## src/rtc_pkg.sv

```systemverilog
// constants and carrier types of the rtc register core
package rtc_pkg;

  // ----------------------------------------
  // register locations
  // ----------------------------------------
  localparam logic [3:0] A_SEC = 4'h0;
  localparam logic [3:0] A_MIN = 4'h1;
  localparam logic [3:0] A_HR = 4'h2;
  localparam logic [3:0] A_DOW = 4'h3;
  localparam logic [3:0] A_DOM = 4'h4;
  localparam logic [3:0] A_MON = 4'h5;
  localparam logic [3:0] A_YR = 4'h6;
  localparam logic [3:0] A_CTRL = 4'h7;
  localparam logic [3:0] A_CHG = 4'h8;
  localparam logic [3:0] A_FLAG = 4'h9;

  // ----------------------------------------
  // field positions
  // ----------------------------------------
  localparam int B_OSC_DIS = 7;
  localparam int B_CEN_EN = 7;
  localparam int B_CEN = 6;
  localparam int B_OUT = 7;
  localparam int B_TEST_SEL = 6;
  localparam int B_SIGN = 5;

  // ----------------------------------------
  // reset values
  // ----------------------------------------
  localparam logic [7:0] RST_SEC = 8'h00;
  localparam logic [7:0] RST_MIN = 8'h00;
  localparam logic [7:0] RST_HR = 8'h00;
  localparam logic [7:0] RST_DOW = 8'h01;
  localparam logic [7:0] RST_DOM = 8'h01;
  localparam logic [7:0] RST_MON = 8'h01;
  localparam logic [7:0] RST_YR = 8'h00;
  localparam logic [7:0] RST_CTRL = 8'h80;
  localparam logic [7:0] RST_CHG = 8'h00;
  localparam logic RST_FLAG = 1'b1;

  // ----------------------------------------
  // calendar limits and charger codes
  // ----------------------------------------
  localparam logic [7:0] SEC_MAX = 8'h59;
  localparam logic [7:0] HR_MAX = 8'h23;
  localparam logic [2:0] DOW_MAX = 3'h7;
  localparam logic [4:0] MON_MAX = 5'h12;
  localparam logic [7:0] YR_MAX = 8'h99;
  localparam logic [5:0] DOM_LONG = 6'h31;
  localparam logic [5:0] DOM_SHORT = 6'h30;
  localparam logic [5:0] DOM_FEB = 6'h28;
  localparam logic [5:0] DOM_FEB_LEAP = 6'h29;
  localparam logic [3:0] CHG_KEY = 4'ha;
  localparam logic [1:0] DIODE_NONE = 2'h1;
  localparam logic [1:0] DIODE_ONE = 2'h2;
  localparam logic [1:0] RES_OFF = 2'h0;

  // ----------------------------------------
  // timing
  // ----------------------------------------
  localparam int CLK_MHZ = 100;
  localparam int OSC_HZ = 32768;
  localparam int TONE_HZ = 512;
  localparam int TONE_HALF = OSC_HZ / (2 * TONE_HZ);
  localparam logic [4:0] TONE_TOP = 5'(TONE_HALF - 1);
  localparam int CAL_NEG = 128;
  localparam int CAL_POS = 256;
  localparam logic [15:0] LEN_M1 = 16'(OSC_HZ - 1);
  localparam logic [15:0] LEN_NEG_M1 = 16'(OSC_HZ + CAL_NEG - 1);
  localparam logic [15:0] LEN_POS_M1 = 16'(OSC_HZ - CAL_POS - 1);
  localparam int CAL_CYCLE_MIN = 64;
  localparam int CAL_W = $clog2(CAL_CYCLE_MIN);
  localparam int OSC_DEAD_US = 100;
  localparam int OSC_DEAD_CYC = OSC_DEAD_US * CLK_MHZ;

  // ----------------------------------------
  // carriers
  // ----------------------------------------
  typedef struct packed {
    logic start;
    logic stop;
    logic ptr_load;
    logic wr;
    logic rd_adv;
    logic [7:0] data;
  } rtc_req_s;

  typedef struct packed {
    logic enable;
    logic [1:0] diode_choice;
    logic [1:0] resistor_pick;
  } rtc_chg_s;

endpackage : rtc_pkg

```

## src/rtc_core.sv

```systemverilog
// register and timekeeping core of the serial rtc
// What this block does
// - access opens with start and slave address; this core only answers as slave.
// - each further data byte moves the pointer to the next location until stop.
// - below the power-fail threshold all register access is blocked; time keeps running.
// - time at 00h-06h, control at 07h, charger 08h, flag 09h.
// - in block transfers the pointer goes from 07h back to zero.
// - 08h and 09h only by loading the pointer; after 09h back to zero.
// - start, stop and pointer reaching zero copy live time into read buffers.
// - time and calendar count and are accessed in bcd with their ranges.
// - day of week counts 01 to 07 at midnight.
// - date rollover honours month length and leap february.
// - bit 7 of seconds stops the oscillator when 1; resets to 0.
// - century bit inverts on year 99 to 00 when toggle enable is set.
// - writing seconds resets the divider chain.
// - a written byte lands in its register on the acknowledge strobe.
// - with test select 0 the pin shows control bit 7, reset 1.
// - test select 1 gives a 512 hz square wave; reset 0.
// - control bit 5 is calibration sign, 1 faster; reset 0.
// - control bits 4-0 are calibration magnitude 0-31; reset 0.
// - 64 minute cycle; first 2*magnitude minutes get one adjusted second.
// - writing control resets the divider chain.
// - charger on only with key 1010 in bits 7-4; off at reset.
// - bits 3-2 pick diode: 01 none, 10 one.
// - bits 1-0 pick series resistor.
// - stop flag sets when oscillator stops, clears only by writing 0.
`timescale 1ns/1ps
`default_nettype none

module rtc_core
  import rtc_pkg::*;
#(
  parameter int unsigned OSC_DEAD_LIM = OSC_DEAD_CYC
)
(
  input wire logic clk,
  input wire logic rst,
  input wire rtc_req_s req,
  input wire logic below_power_fail_threshold,
  input wire logic osc_pin,
  output logic bus_ready,
  output logic [7:0] rd_data,
  output logic test_output_pin_o,
  output logic test_output_pin_oe_n,
  output rtc_chg_s charger
);

  // ----------------------------------------
  // helpers
  // ----------------------------------------
  function automatic logic [7:0] bcd_inc(input logic [7:0] v);
    if (v[3:0] == 4'h9)
      return {v[7:4] + 4'h1, 4'h0};
    return v + 8'h01;
  endfunction : bcd_inc

  function automatic logic [5:0] month_len(input logic [4:0] m, input logic [7:0] y);
    logic leap;
    leap = y[4] ? (y[3:0] == 4'h2 || y[3:0] == 4'h6)
                : (y[3:0] == 4'h0 || y[3:0] == 4'h4 || y[3:0] == 4'h8);
    case (m)
      5'h02: return leap ? DOM_FEB_LEAP : DOM_FEB;
      5'h04, 5'h06, 5'h09, 5'h11: return DOM_SHORT;
      default: return DOM_LONG;
    endcase
  endfunction : month_len

  localparam logic [15:0] DEAD_LIM = 16'(OSC_DEAD_LIM);

  // ----------------------------------------
  // declarations
  // ----------------------------------------
  logic pf_m, pf_s, osc_m, osc_s, osc_d;
  logic [7:0] seconds_and_osc_disable, minutes, century_and_hours, day_of_week;
  logic [7:0] day_of_month, month_of_year, year_of_century;
  logic [7:0] output_and_calibration_control, charger_configuration;
  logic osc_stopped_flag;
  logic [3:0] ptr;
  logic [6:0][7:0] snap;
  logic [15:0] div, idle_cnt;
  logic [CAL_W-1:0] cal_min;
  logic [4:0] tone_cnt;
  logic tone_phase, run_d;

  // ----------------------------------------
  // pin synchronisers
  // ----------------------------------------
  // two flops each, plus a third on the crystal for edge detection; the first is read by the second only
  always_ff @(posedge clk)
  begin
    pf_m <= below_power_fail_threshold;
    pf_s <= pf_m;
    osc_m <= osc_pin;
    osc_s <= osc_m;
    osc_d <= osc_s;
  end

  // ----------------------------------------
  // access decode
  // ----------------------------------------
  // access gate and pointer stepping
  wire acc = ~pf_s;
  wire osc_edge = osc_s & ~osc_d;
  wire step = acc & (req.wr | req.rd_adv) & ~req.ptr_load;
  wire ptr_wrap = (ptr == A_CTRL) || (ptr >= A_FLAG);
  wire [3:0] next_ptr = ptr_wrap ? A_SEC : ptr + 4'h1;
  wire wr_en = acc & req.wr & ~req.ptr_load;
  wire we_sec = wr_en && ptr == A_SEC;
  wire we_min = wr_en && ptr == A_MIN;
  wire we_hr = wr_en && ptr == A_HR;
  wire we_dow = wr_en && ptr == A_DOW;
  wire we_dom = wr_en && ptr == A_DOM;
  wire we_mon = wr_en && ptr == A_MON;
  wire we_yr = wr_en && ptr == A_YR;
  wire we_ctrl = wr_en && ptr == A_CTRL;
  wire we_chg = wr_en && ptr == A_CHG;
  wire we_flag = wr_en && ptr == A_FLAG;
  // start or stop opens a new snapshot
  wire snap_take = acc & (req.start | req.stop | (step & next_ptr == A_SEC));

  // ----------------------------------------
  // control fields
  // ----------------------------------------
  wire osc_disable_bit = seconds_and_osc_disable[B_OSC_DIS];
  wire century_toggle_enable = century_and_hours[B_CEN_EN];
  wire century_bit = century_and_hours[B_CEN];
  wire freq_test_select = output_and_calibration_control[B_TEST_SEL];
  wire cal_sign = output_and_calibration_control[B_SIGN];
  wire [4:0] trim_magnitude = output_and_calibration_control[4:0];

  // ----------------------------------------
  // oscillator state
  // ----------------------------------------
  wire dead = idle_cnt == DEAD_LIM;
  wire run = ~osc_disable_bit & ~dead;

  // clk cycles since the last oscillator edge, saturating
  always_ff @(posedge clk)
  begin
    if (rst || osc_edge)
      idle_cnt <= 16'h0000;
    else if (!dead)
      idle_cnt <= idle_cnt + 16'h0001;
  end

  always_ff @(posedge clk)
  begin
    if (rst)
      run_d <= 1'b0;
    else
      run_d <= run;
  end

  // ----------------------------------------
  // divider and calibration
  // ----------------------------------------
  // adjusted second: seconds 00 of the first 2*magnitude minutes
  wire cal_sec = (cal_min < {trim_magnitude, 1'b0}) && seconds_and_osc_disable[6:0] == 7'h00;
  wire [15:0] sec_len = !cal_sec ? LEN_M1 : (cal_sign ? LEN_POS_M1 : LEN_NEG_M1);
  wire sec_tick = osc_edge & run & (div >= sec_len);
  wire div_clear = we_sec | we_ctrl;

  always_ff @(posedge clk)
  begin
    if (rst || div_clear)
      div <= 16'h0000;
    else if (osc_edge && run)
      div <= sec_tick ? 16'h0000 : div + 16'h0001;
  end

  // ----------------------------------------
  // rollover chain
  // ----------------------------------------
  wire [5:0] dom_top = month_len(month_of_year[4:0], year_of_century);
  wire c_min = sec_tick && {1'b0, seconds_and_osc_disable[6:0]} == SEC_MAX;
  wire c_hr = c_min && {1'b0, minutes[6:0]} == SEC_MAX;
  wire c_day = c_hr && {2'b00, century_and_hours[5:0]} == HR_MAX;
  wire c_mon = c_day && day_of_month[5:0] == dom_top;
  wire c_yr = c_mon && month_of_year[4:0] == MON_MAX;
  wire c_cen = c_yr && year_of_century == YR_MAX;
  wire [7:0] n_sec = c_min ? 8'h00 : bcd_inc({1'b0, seconds_and_osc_disable[6:0]});
  wire [7:0] n_min = c_hr ? 8'h00 : bcd_inc({1'b0, minutes[6:0]});
  wire [7:0] n_hr = c_day ? 8'h00 : bcd_inc({2'b00, century_and_hours[5:0]});
  wire [2:0] n_dow = day_of_week[2:0] >= DOW_MAX ? 3'h1 : day_of_week[2:0] + 3'h1;
  wire [7:0] n_dom = c_mon ? 8'h01 : bcd_inc({2'b00, day_of_month[5:0]});
  wire [7:0] n_mon = c_yr ? 8'h01 : bcd_inc({3'b000, month_of_year[4:0]});
  wire [7:0] n_yr = c_cen ? 8'h00 : bcd_inc(year_of_century);

  // ----------------------------------------
  // time registers
  // ----------------------------------------
  // seconds with oscillator disable
  always_ff @(posedge clk)
  begin
    if (rst)
      seconds_and_osc_disable <= RST_SEC;
    else if (we_sec)
      seconds_and_osc_disable <= req.data;
    else if (sec_tick)
      seconds_and_osc_disable[6:0] <= n_sec[6:0];
  end

  always_ff @(posedge clk)
  begin
    if (rst)
      minutes <= RST_MIN;
    else if (we_min)
      minutes <= req.data;
    else if (c_min)
      minutes[6:0] <= n_min[6:0];
  end

  // hours plus century toggle
  always_ff @(posedge clk)
  begin
    if (rst)
      century_and_hours <= RST_HR;
    else if (we_hr)
      century_and_hours <= req.data;
    else
    begin
      if (c_hr)
        century_and_hours[5:0] <= n_hr[5:0];
      if (c_cen && century_toggle_enable)
        century_and_hours[B_CEN] <= ~century_bit;
    end
  end

  always_ff @(posedge clk)
  begin
    if (rst)
      day_of_week <= RST_DOW;
    else if (we_dow)
      day_of_week <= req.data;
    else if (c_day)
      day_of_week[2:0] <= n_dow;
  end

  always_ff @(posedge clk)
  begin
    if (rst)
      day_of_month <= RST_DOM;
    else if (we_dom)
      day_of_month <= req.data;
    else if (c_day)
      day_of_month[5:0] <= n_dom[5:0];
  end

  always_ff @(posedge clk)
  begin
    if (rst)
      month_of_year <= RST_MON;
    else if (we_mon)
      month_of_year <= req.data;
    else if (c_mon)
      month_of_year[4:0] <= n_mon[4:0];
  end

  always_ff @(posedge clk)
  begin
    if (rst)
      year_of_century <= RST_YR;
    else if (we_yr)
      year_of_century <= req.data;
    else if (c_yr)
      year_of_century <= n_yr;
  end

  // minute position in the calibration cycle
  always_ff @(posedge clk)
  begin
    if (rst)
      cal_min <= '0;
    else if (c_min)
      cal_min <= cal_min + 1'b1;
  end

  // ----------------------------------------
  // special registers
  // ----------------------------------------
  always_ff @(posedge clk)
  begin
    if (rst)
      output_and_calibration_control <= RST_CTRL;
    else if (we_ctrl)
      output_and_calibration_control <= req.data;
  end

  always_ff @(posedge clk)
  begin
    if (rst)
      charger_configuration <= RST_CHG;
    else if (we_chg)
      charger_configuration <= req.data;
  end

  // stop flag: the set wins over a clearing write
  always_ff @(posedge clk)
  begin
    if (rst)
      osc_stopped_flag <= RST_FLAG;
    else if (run_d && !run)
      osc_stopped_flag <= 1'b1;
    else if (we_flag && !req.data[7])
      osc_stopped_flag <= 1'b0;
  end

  // ----------------------------------------
  // pointer and read buffers
  // ----------------------------------------
  always_ff @(posedge clk)
  begin
    if (rst)
      ptr <= A_SEC;
    else if (acc && req.ptr_load)
      ptr <= req.data[3:0];
    else if (step)
      ptr <= next_ptr;
  end

  wire [6:0][7:0] live = {year_of_century, month_of_year, day_of_month,
                          day_of_week, century_and_hours, minutes,
                          seconds_and_osc_disable};

  always_ff @(posedge clk)
  begin
    if (rst)
      snap <= '0;
    else if (snap_take)
      snap <= live;
  end

  // read selection: time from buffers, rest live
  wire [7:0] rd_sel = ptr < A_CTRL ? snap[ptr[2:0]] :
                      ptr == A_CTRL ? output_and_calibration_control :
                      ptr == A_CHG ? charger_configuration :
                      ptr == A_FLAG ? {osc_stopped_flag, 7'h00} : 8'h00;

  always_ff @(posedge clk)
  begin
    if (rst)
      rd_data <= 8'h00;
    else
      rd_data <= acc ? rd_sel : 8'h00;
  end

  assign bus_ready = acc;

  // ----------------------------------------
  // test output pin
  // ----------------------------------------
  // tone counter ignores calibration and divider resets
  always_ff @(posedge clk)
  begin
    if (rst)
    begin
      tone_cnt <= 5'h00;
      tone_phase <= 1'b0;
    end
    else if (osc_edge && !osc_disable_bit)
    begin
      tone_cnt <= tone_cnt + 5'h01;
      if (tone_cnt == TONE_TOP)
        tone_phase <= ~tone_phase;
    end
  end

  // open drain: released for a high level
  wire pin_level = freq_test_select ? tone_phase : output_and_calibration_control[B_OUT];

  always_ff @(posedge clk)
  begin
    if (rst)
      test_output_pin_oe_n <= RST_CTRL[B_OUT];
    else
      test_output_pin_oe_n <= pin_level;
  end

  assign test_output_pin_o = 1'b0;

  // ----------------------------------------
  // charger select
  // ----------------------------------------
  wire [1:0] dsel = charger_configuration[3:2];
  wire chg_on = charger_configuration[7:4] == CHG_KEY
                && (dsel == DIODE_NONE || dsel == DIODE_ONE)
                && charger_configuration[1:0] != RES_OFF;

  always_ff @(posedge clk)
  begin
    if (rst)
      charger <= '0;
    else
      charger <= '{enable: chg_on, diode_choice: dsel,
                   resistor_pick: charger_configuration[1:0]};
  end
endmodule : rtc_core

`default_nettype wire

```

## config.mk

```make
export PLATFORM = sky130hd
export DESIGN_NAME = rtc_core
export DESIGN_NICKNAME = d
export VERILOG_FILES = /design/src/rtc_pkg.sv /design/src/rtc_core.sv
export SDC_FILE = /design/constraint.sdc
export NUM_CORES = 1
export LEC_CHECK = 0
export BUFFER_PORTS_ARGS = -buffer_cell sky130_fd_sc_hd__buf_2
export CAP_MARGIN = 20
export CORE_MARGIN = 4
export CORE_UTILIZATION = 45
export DETAILED_ROUTE_END_ITERATION = 16
export GPL_TIMING_DRIVEN = 0
export SETUP_SLACK_MARGIN = 0.1
export SLEW_MARGIN = 20
export SYNTH_ARGS = -nofsm -noshare
export SYNTH_HDL_FRONTEND = slang
export SYNTH_SLANG_ARGS = --single-unit
export TNS_END_PERCENT = 10
```

## constraint.sdc

```tcl
create_clock -name clk -period 9.6 [get_ports clk]
set_input_delay 0.96 -clock clk [delete_from_list [all_inputs] [get_ports clk]]
set_output_delay 0.96 -clock clk [all_outputs]
set_load 0.005 [all_outputs]
```

==> impl_metrics.yaml <==
clock_tree:
  post_cts_hold_buffer_count: 0
  clockRootBuffer: "sky130_fd_sc_hd__clkbuf_16"
  worst_setup_hold_path_clk_slew_ps: 80
  htree_num_levels: 4
  cts_sinks: 197
  clock_path_buffers: 2
  clock_latency_ps: 450
  cts.repair.resized: 0
  tritoncts: "built"
  cts_made_buffers: 17
  post_cts.repair.setup_buffers: 0
sta:
  maxClockFrequency_mhz: 231
  worst_slew_pin_slew_ps: 1100
  totalNegativeSetupSlack_ps: 0
  final-max-slew-violation-count: 0
  clock_skew_ps: 11.8
  report.final.setup_viol: 0
  setup_repair_after_global_routing_missed_its_margin: "false"
  layout_min_cycle_time_ps: 4330
  slew_headroom_pct: 26.4
  finalHoldViolations: 0
  finalCritPeriodShare_pct: 45.1
global_routing:
  antenna_found_initial: 0
  grt_max_degree: 19
  vias_in_the_first_global_route: 8756
  grt_usage_pct: 26.0
  grt_pass1_wl_um: 50200
  met1_usage_pct: 34.9
  grt_busiest_layer: "met2"
  grt_overflow_total: 0
  grtUsageMet3_pct: 4.16
  globalRouteMet2Util_pct: 42.4
detailed_routing:
  drt-vias-per-instance: 6.01
  post_drt_wl_per_cell_um: 20.4
  drtAntennaViolNets: 0
  totalWireLength_um: 32400
  iter_0_drt_violations: 1006
  route.detailed.drc: 0
  dr.pass1.iters: 7
  via_count: 9537
yosys:
  edff_count_synth: 0
  synth.lib_cells_used.distinct: 70
  synth-async-reset-ratio_pct: 0
  synth.cell_area_um2: 10100
  post_synth_inst_count: 1254
  synth_seq_cells: 197
  synth_largest_type_area_fraction_pct: 39.0
  most_frequently_used_cell_type_in_the_post_synthesis_netlist: "sky130_fd_sc_hd__dfxtp_1"
  synthFlopType: "sky130_fd_sc_hd__dfxtp_1"
  synth.yosys.seq_area_share_pct: 39.0
  synth_top_area_cell: "sky130_fd_sc_hd__dfxtp_1"
  synth.yosys.warnings: 0
  synth_top_cells_by_area: "sky130_fd_sc_hd__dfxtp_1, sky130_fd_sc_hd__a21oi_1, sky130_fd_sc_hd__nand3_1"
  synth_common_cells: "sky130_fd_sc_hd__dfxtp_1, sky130_fd_sc_hd__nor2_1, sky130_fd_sc_hd__a21oi_1"
  synthesis.area_per_instance_um2: 8.06
  syn-num-nets: 1307
worst_setup_path:
  cp_data_required_time_ps: 9980
  cpPeakStageDelay_ps: 640
  crit_arrival_ps: 4710
  worst-setup-path-type: "reg2reg"
  crit_fanout: 10
  cp-start-kind: "flop"
  critical_path.slowest_cell: "sky130_fd_sc_hd__o21ai_1"
  crit_buf_inv: 4
  critical_path.endpoint_type: "flop"
  critPathTopFamily: "compound AO/OA/AOI/OAI gates"
  timing.critical_path.cells: "inv_1 > ha_1 > a21oi_1 > o21ai_0 > a311oi_2 > inv_2 > ha_1 > or2_2 > o22a_1 > o21ai_1 > buf_2 > nand4_1 > buf_2 > nor2_1"
die:
  die_y_um: 158
  initial_core_util_pct: 46.1
  row_count: 54
  die_width_um: 158
  core_um2: 22000
  floorplan.die_area_um2: 24900
  boundaryPins: 33
cells_and_area:
  nets: 1348
  seq_area_um2: 3940
  multiInputGateArea_um2: 5640
  fill_count: 2125
  area_growth_syn_to_layout_pct: 10.3
  layout-drive-gt1-share_pct: 6.66
  total_inserted_antenna_cells: 0
placed_design:
  detailedPlacementHpwl_um: 23400
  place_congestion: 0.931
  io_buffers: 22
worst_hold_path:
  hp-class: "reg2reg"
pwr:
  power.ir.vdd_worst_uv: 100
  p_total_mw: 1.69
  pwr_density_cell_nw_per_um2: 151
  power_leakage_nw: 3.78
status:
  status: "completed"
run:
  max_cap_viol_count: 0
-- cell type report --
class | instances | share of cell area, %
Clock buffer | 18 | 3.94
Clock inverter | 12 | 1.27
Sequential cell | 197 | 35.4
Tap cell | 280 | 3.14
Timing Repair Buffer | 22 | 0.987
Inverter | 38 | 1.28
Buffer | 101 | 3.48
Multi-Input combinational cell | 918 | 50.5
-- metrics by stage --
stage	util [%]	area, um^2	std cells	hold WS, ps	setup slack [ps]
final	50.8	11200	1586	331	5270
after global routing	50.8	11200	1586	343	4920
after CTS	50.8	11200	1586	331	5300
after detailed placement	48.1	10600	1556	313	5330
after global placement	48.1	10600	1556	310	5340
after floorplan	-	10100	1254	310	6370
-- path summary, 6_finish.rpt --
kind / to / slack, ps / startpoint / cells after the start
worst max-delay path: div[10] / 5270 / output_and_calibration_control[2] / 14
worst min-delay path: osc_s / 330 / osc_m / 0
worst max register to register: div[10] / 5270 / output_and_calibration_control[2] / 14
worst min register to register: osc_s / 330 / osc_m / 0
-- layer usage --
metal	up-vias	wire length (um)	part of all wire, %
li1	4582	-	-
met1	4521	14100	43
met2	365	15100	47
met3	69	2290	7.1
met4	0	932	2.9
met5	-	0	0
-- state kept, by name, indices dropped and copies added, names as in the netlist, 6 cells and up --
name	cells
century_and_hours	8
idle_cnt	16
year_of_century	8
charger_configuration	8
div	16
output_and_calibration_control	8
day_of_month	8
seconds_and_osc_disable	8
snap	56
minutes	8
cal_min	6
month_of_year	8
day_of_week	8
rd_data	8
-- logic make-up after synthesis --
group,Yosys count,share of synthesized area (%)
adders and majority gates,36,4.45
and+or+nand+nor,487,23.9
other,1,0.0371
buffers and inverters,139,5.25
DFF,197,39.0
muxes,45,5.57
AOI/OAI and AO/OA,308,18.2
xor gates and xnor gates,41,3.55
-- worst register-to-register path: cells and delay by family (launching register included) --
kind / cells / cell delay, ps
fa+ha+maj: 2 / 570
flops: 1 / 370
simple gates: 3 / 800
compound gates: 5 / 1530
buf+inv: 4 / 1000
-- cells in the final DEF (no fill, tap or decap), types with 11 or more instances in the layout --
master / count
sky130_fd_sc_hd__nand3_1: 112
sky130_fd_sc_hd__a21oi_1: 114
sky130_fd_sc_hd__nand4_1: 18
sky130_fd_sc_hd__nand2_1: 109
sky130_fd_sc_hd__clkbuf_1: 89
sky130_fd_sc_hd__dfxtp_1: 197
sky130_fd_sc_hd__nor4_1: 11
sky130_fd_sc_hd__nor2_1: 115
sky130_fd_sc_hd__mux2i_1: 27
sky130_fd_sc_hd__nor2b_1: 17
sky130_fd_sc_hd__xor2_1: 24
sky130_fd_sc_hd__a311oi_1: 25
sky130_fd_sc_hd__nor3_1: 21
sky130_fd_sc_hd__xnor2_1: 17
sky130_fd_sc_hd__inv_1: 37
sky130_fd_sc_hd__clkbuf_16: 17
sky130_fd_sc_hd__and3_1: 19
sky130_fd_sc_hd__buf_2: 26
sky130_fd_sc_hd__ha_1: 36
sky130_fd_sc_hd__o21ai_0: 100
-- where the power goes --
part	leakage [nW]	switching (mW)	internal, mW
clock	0.278	0.347	0.373
combinational	1.91	0.0922	0.0345
sequential	1.59	0.0122	0.828
Note: power is estimated with default switching activity, not from simulation.
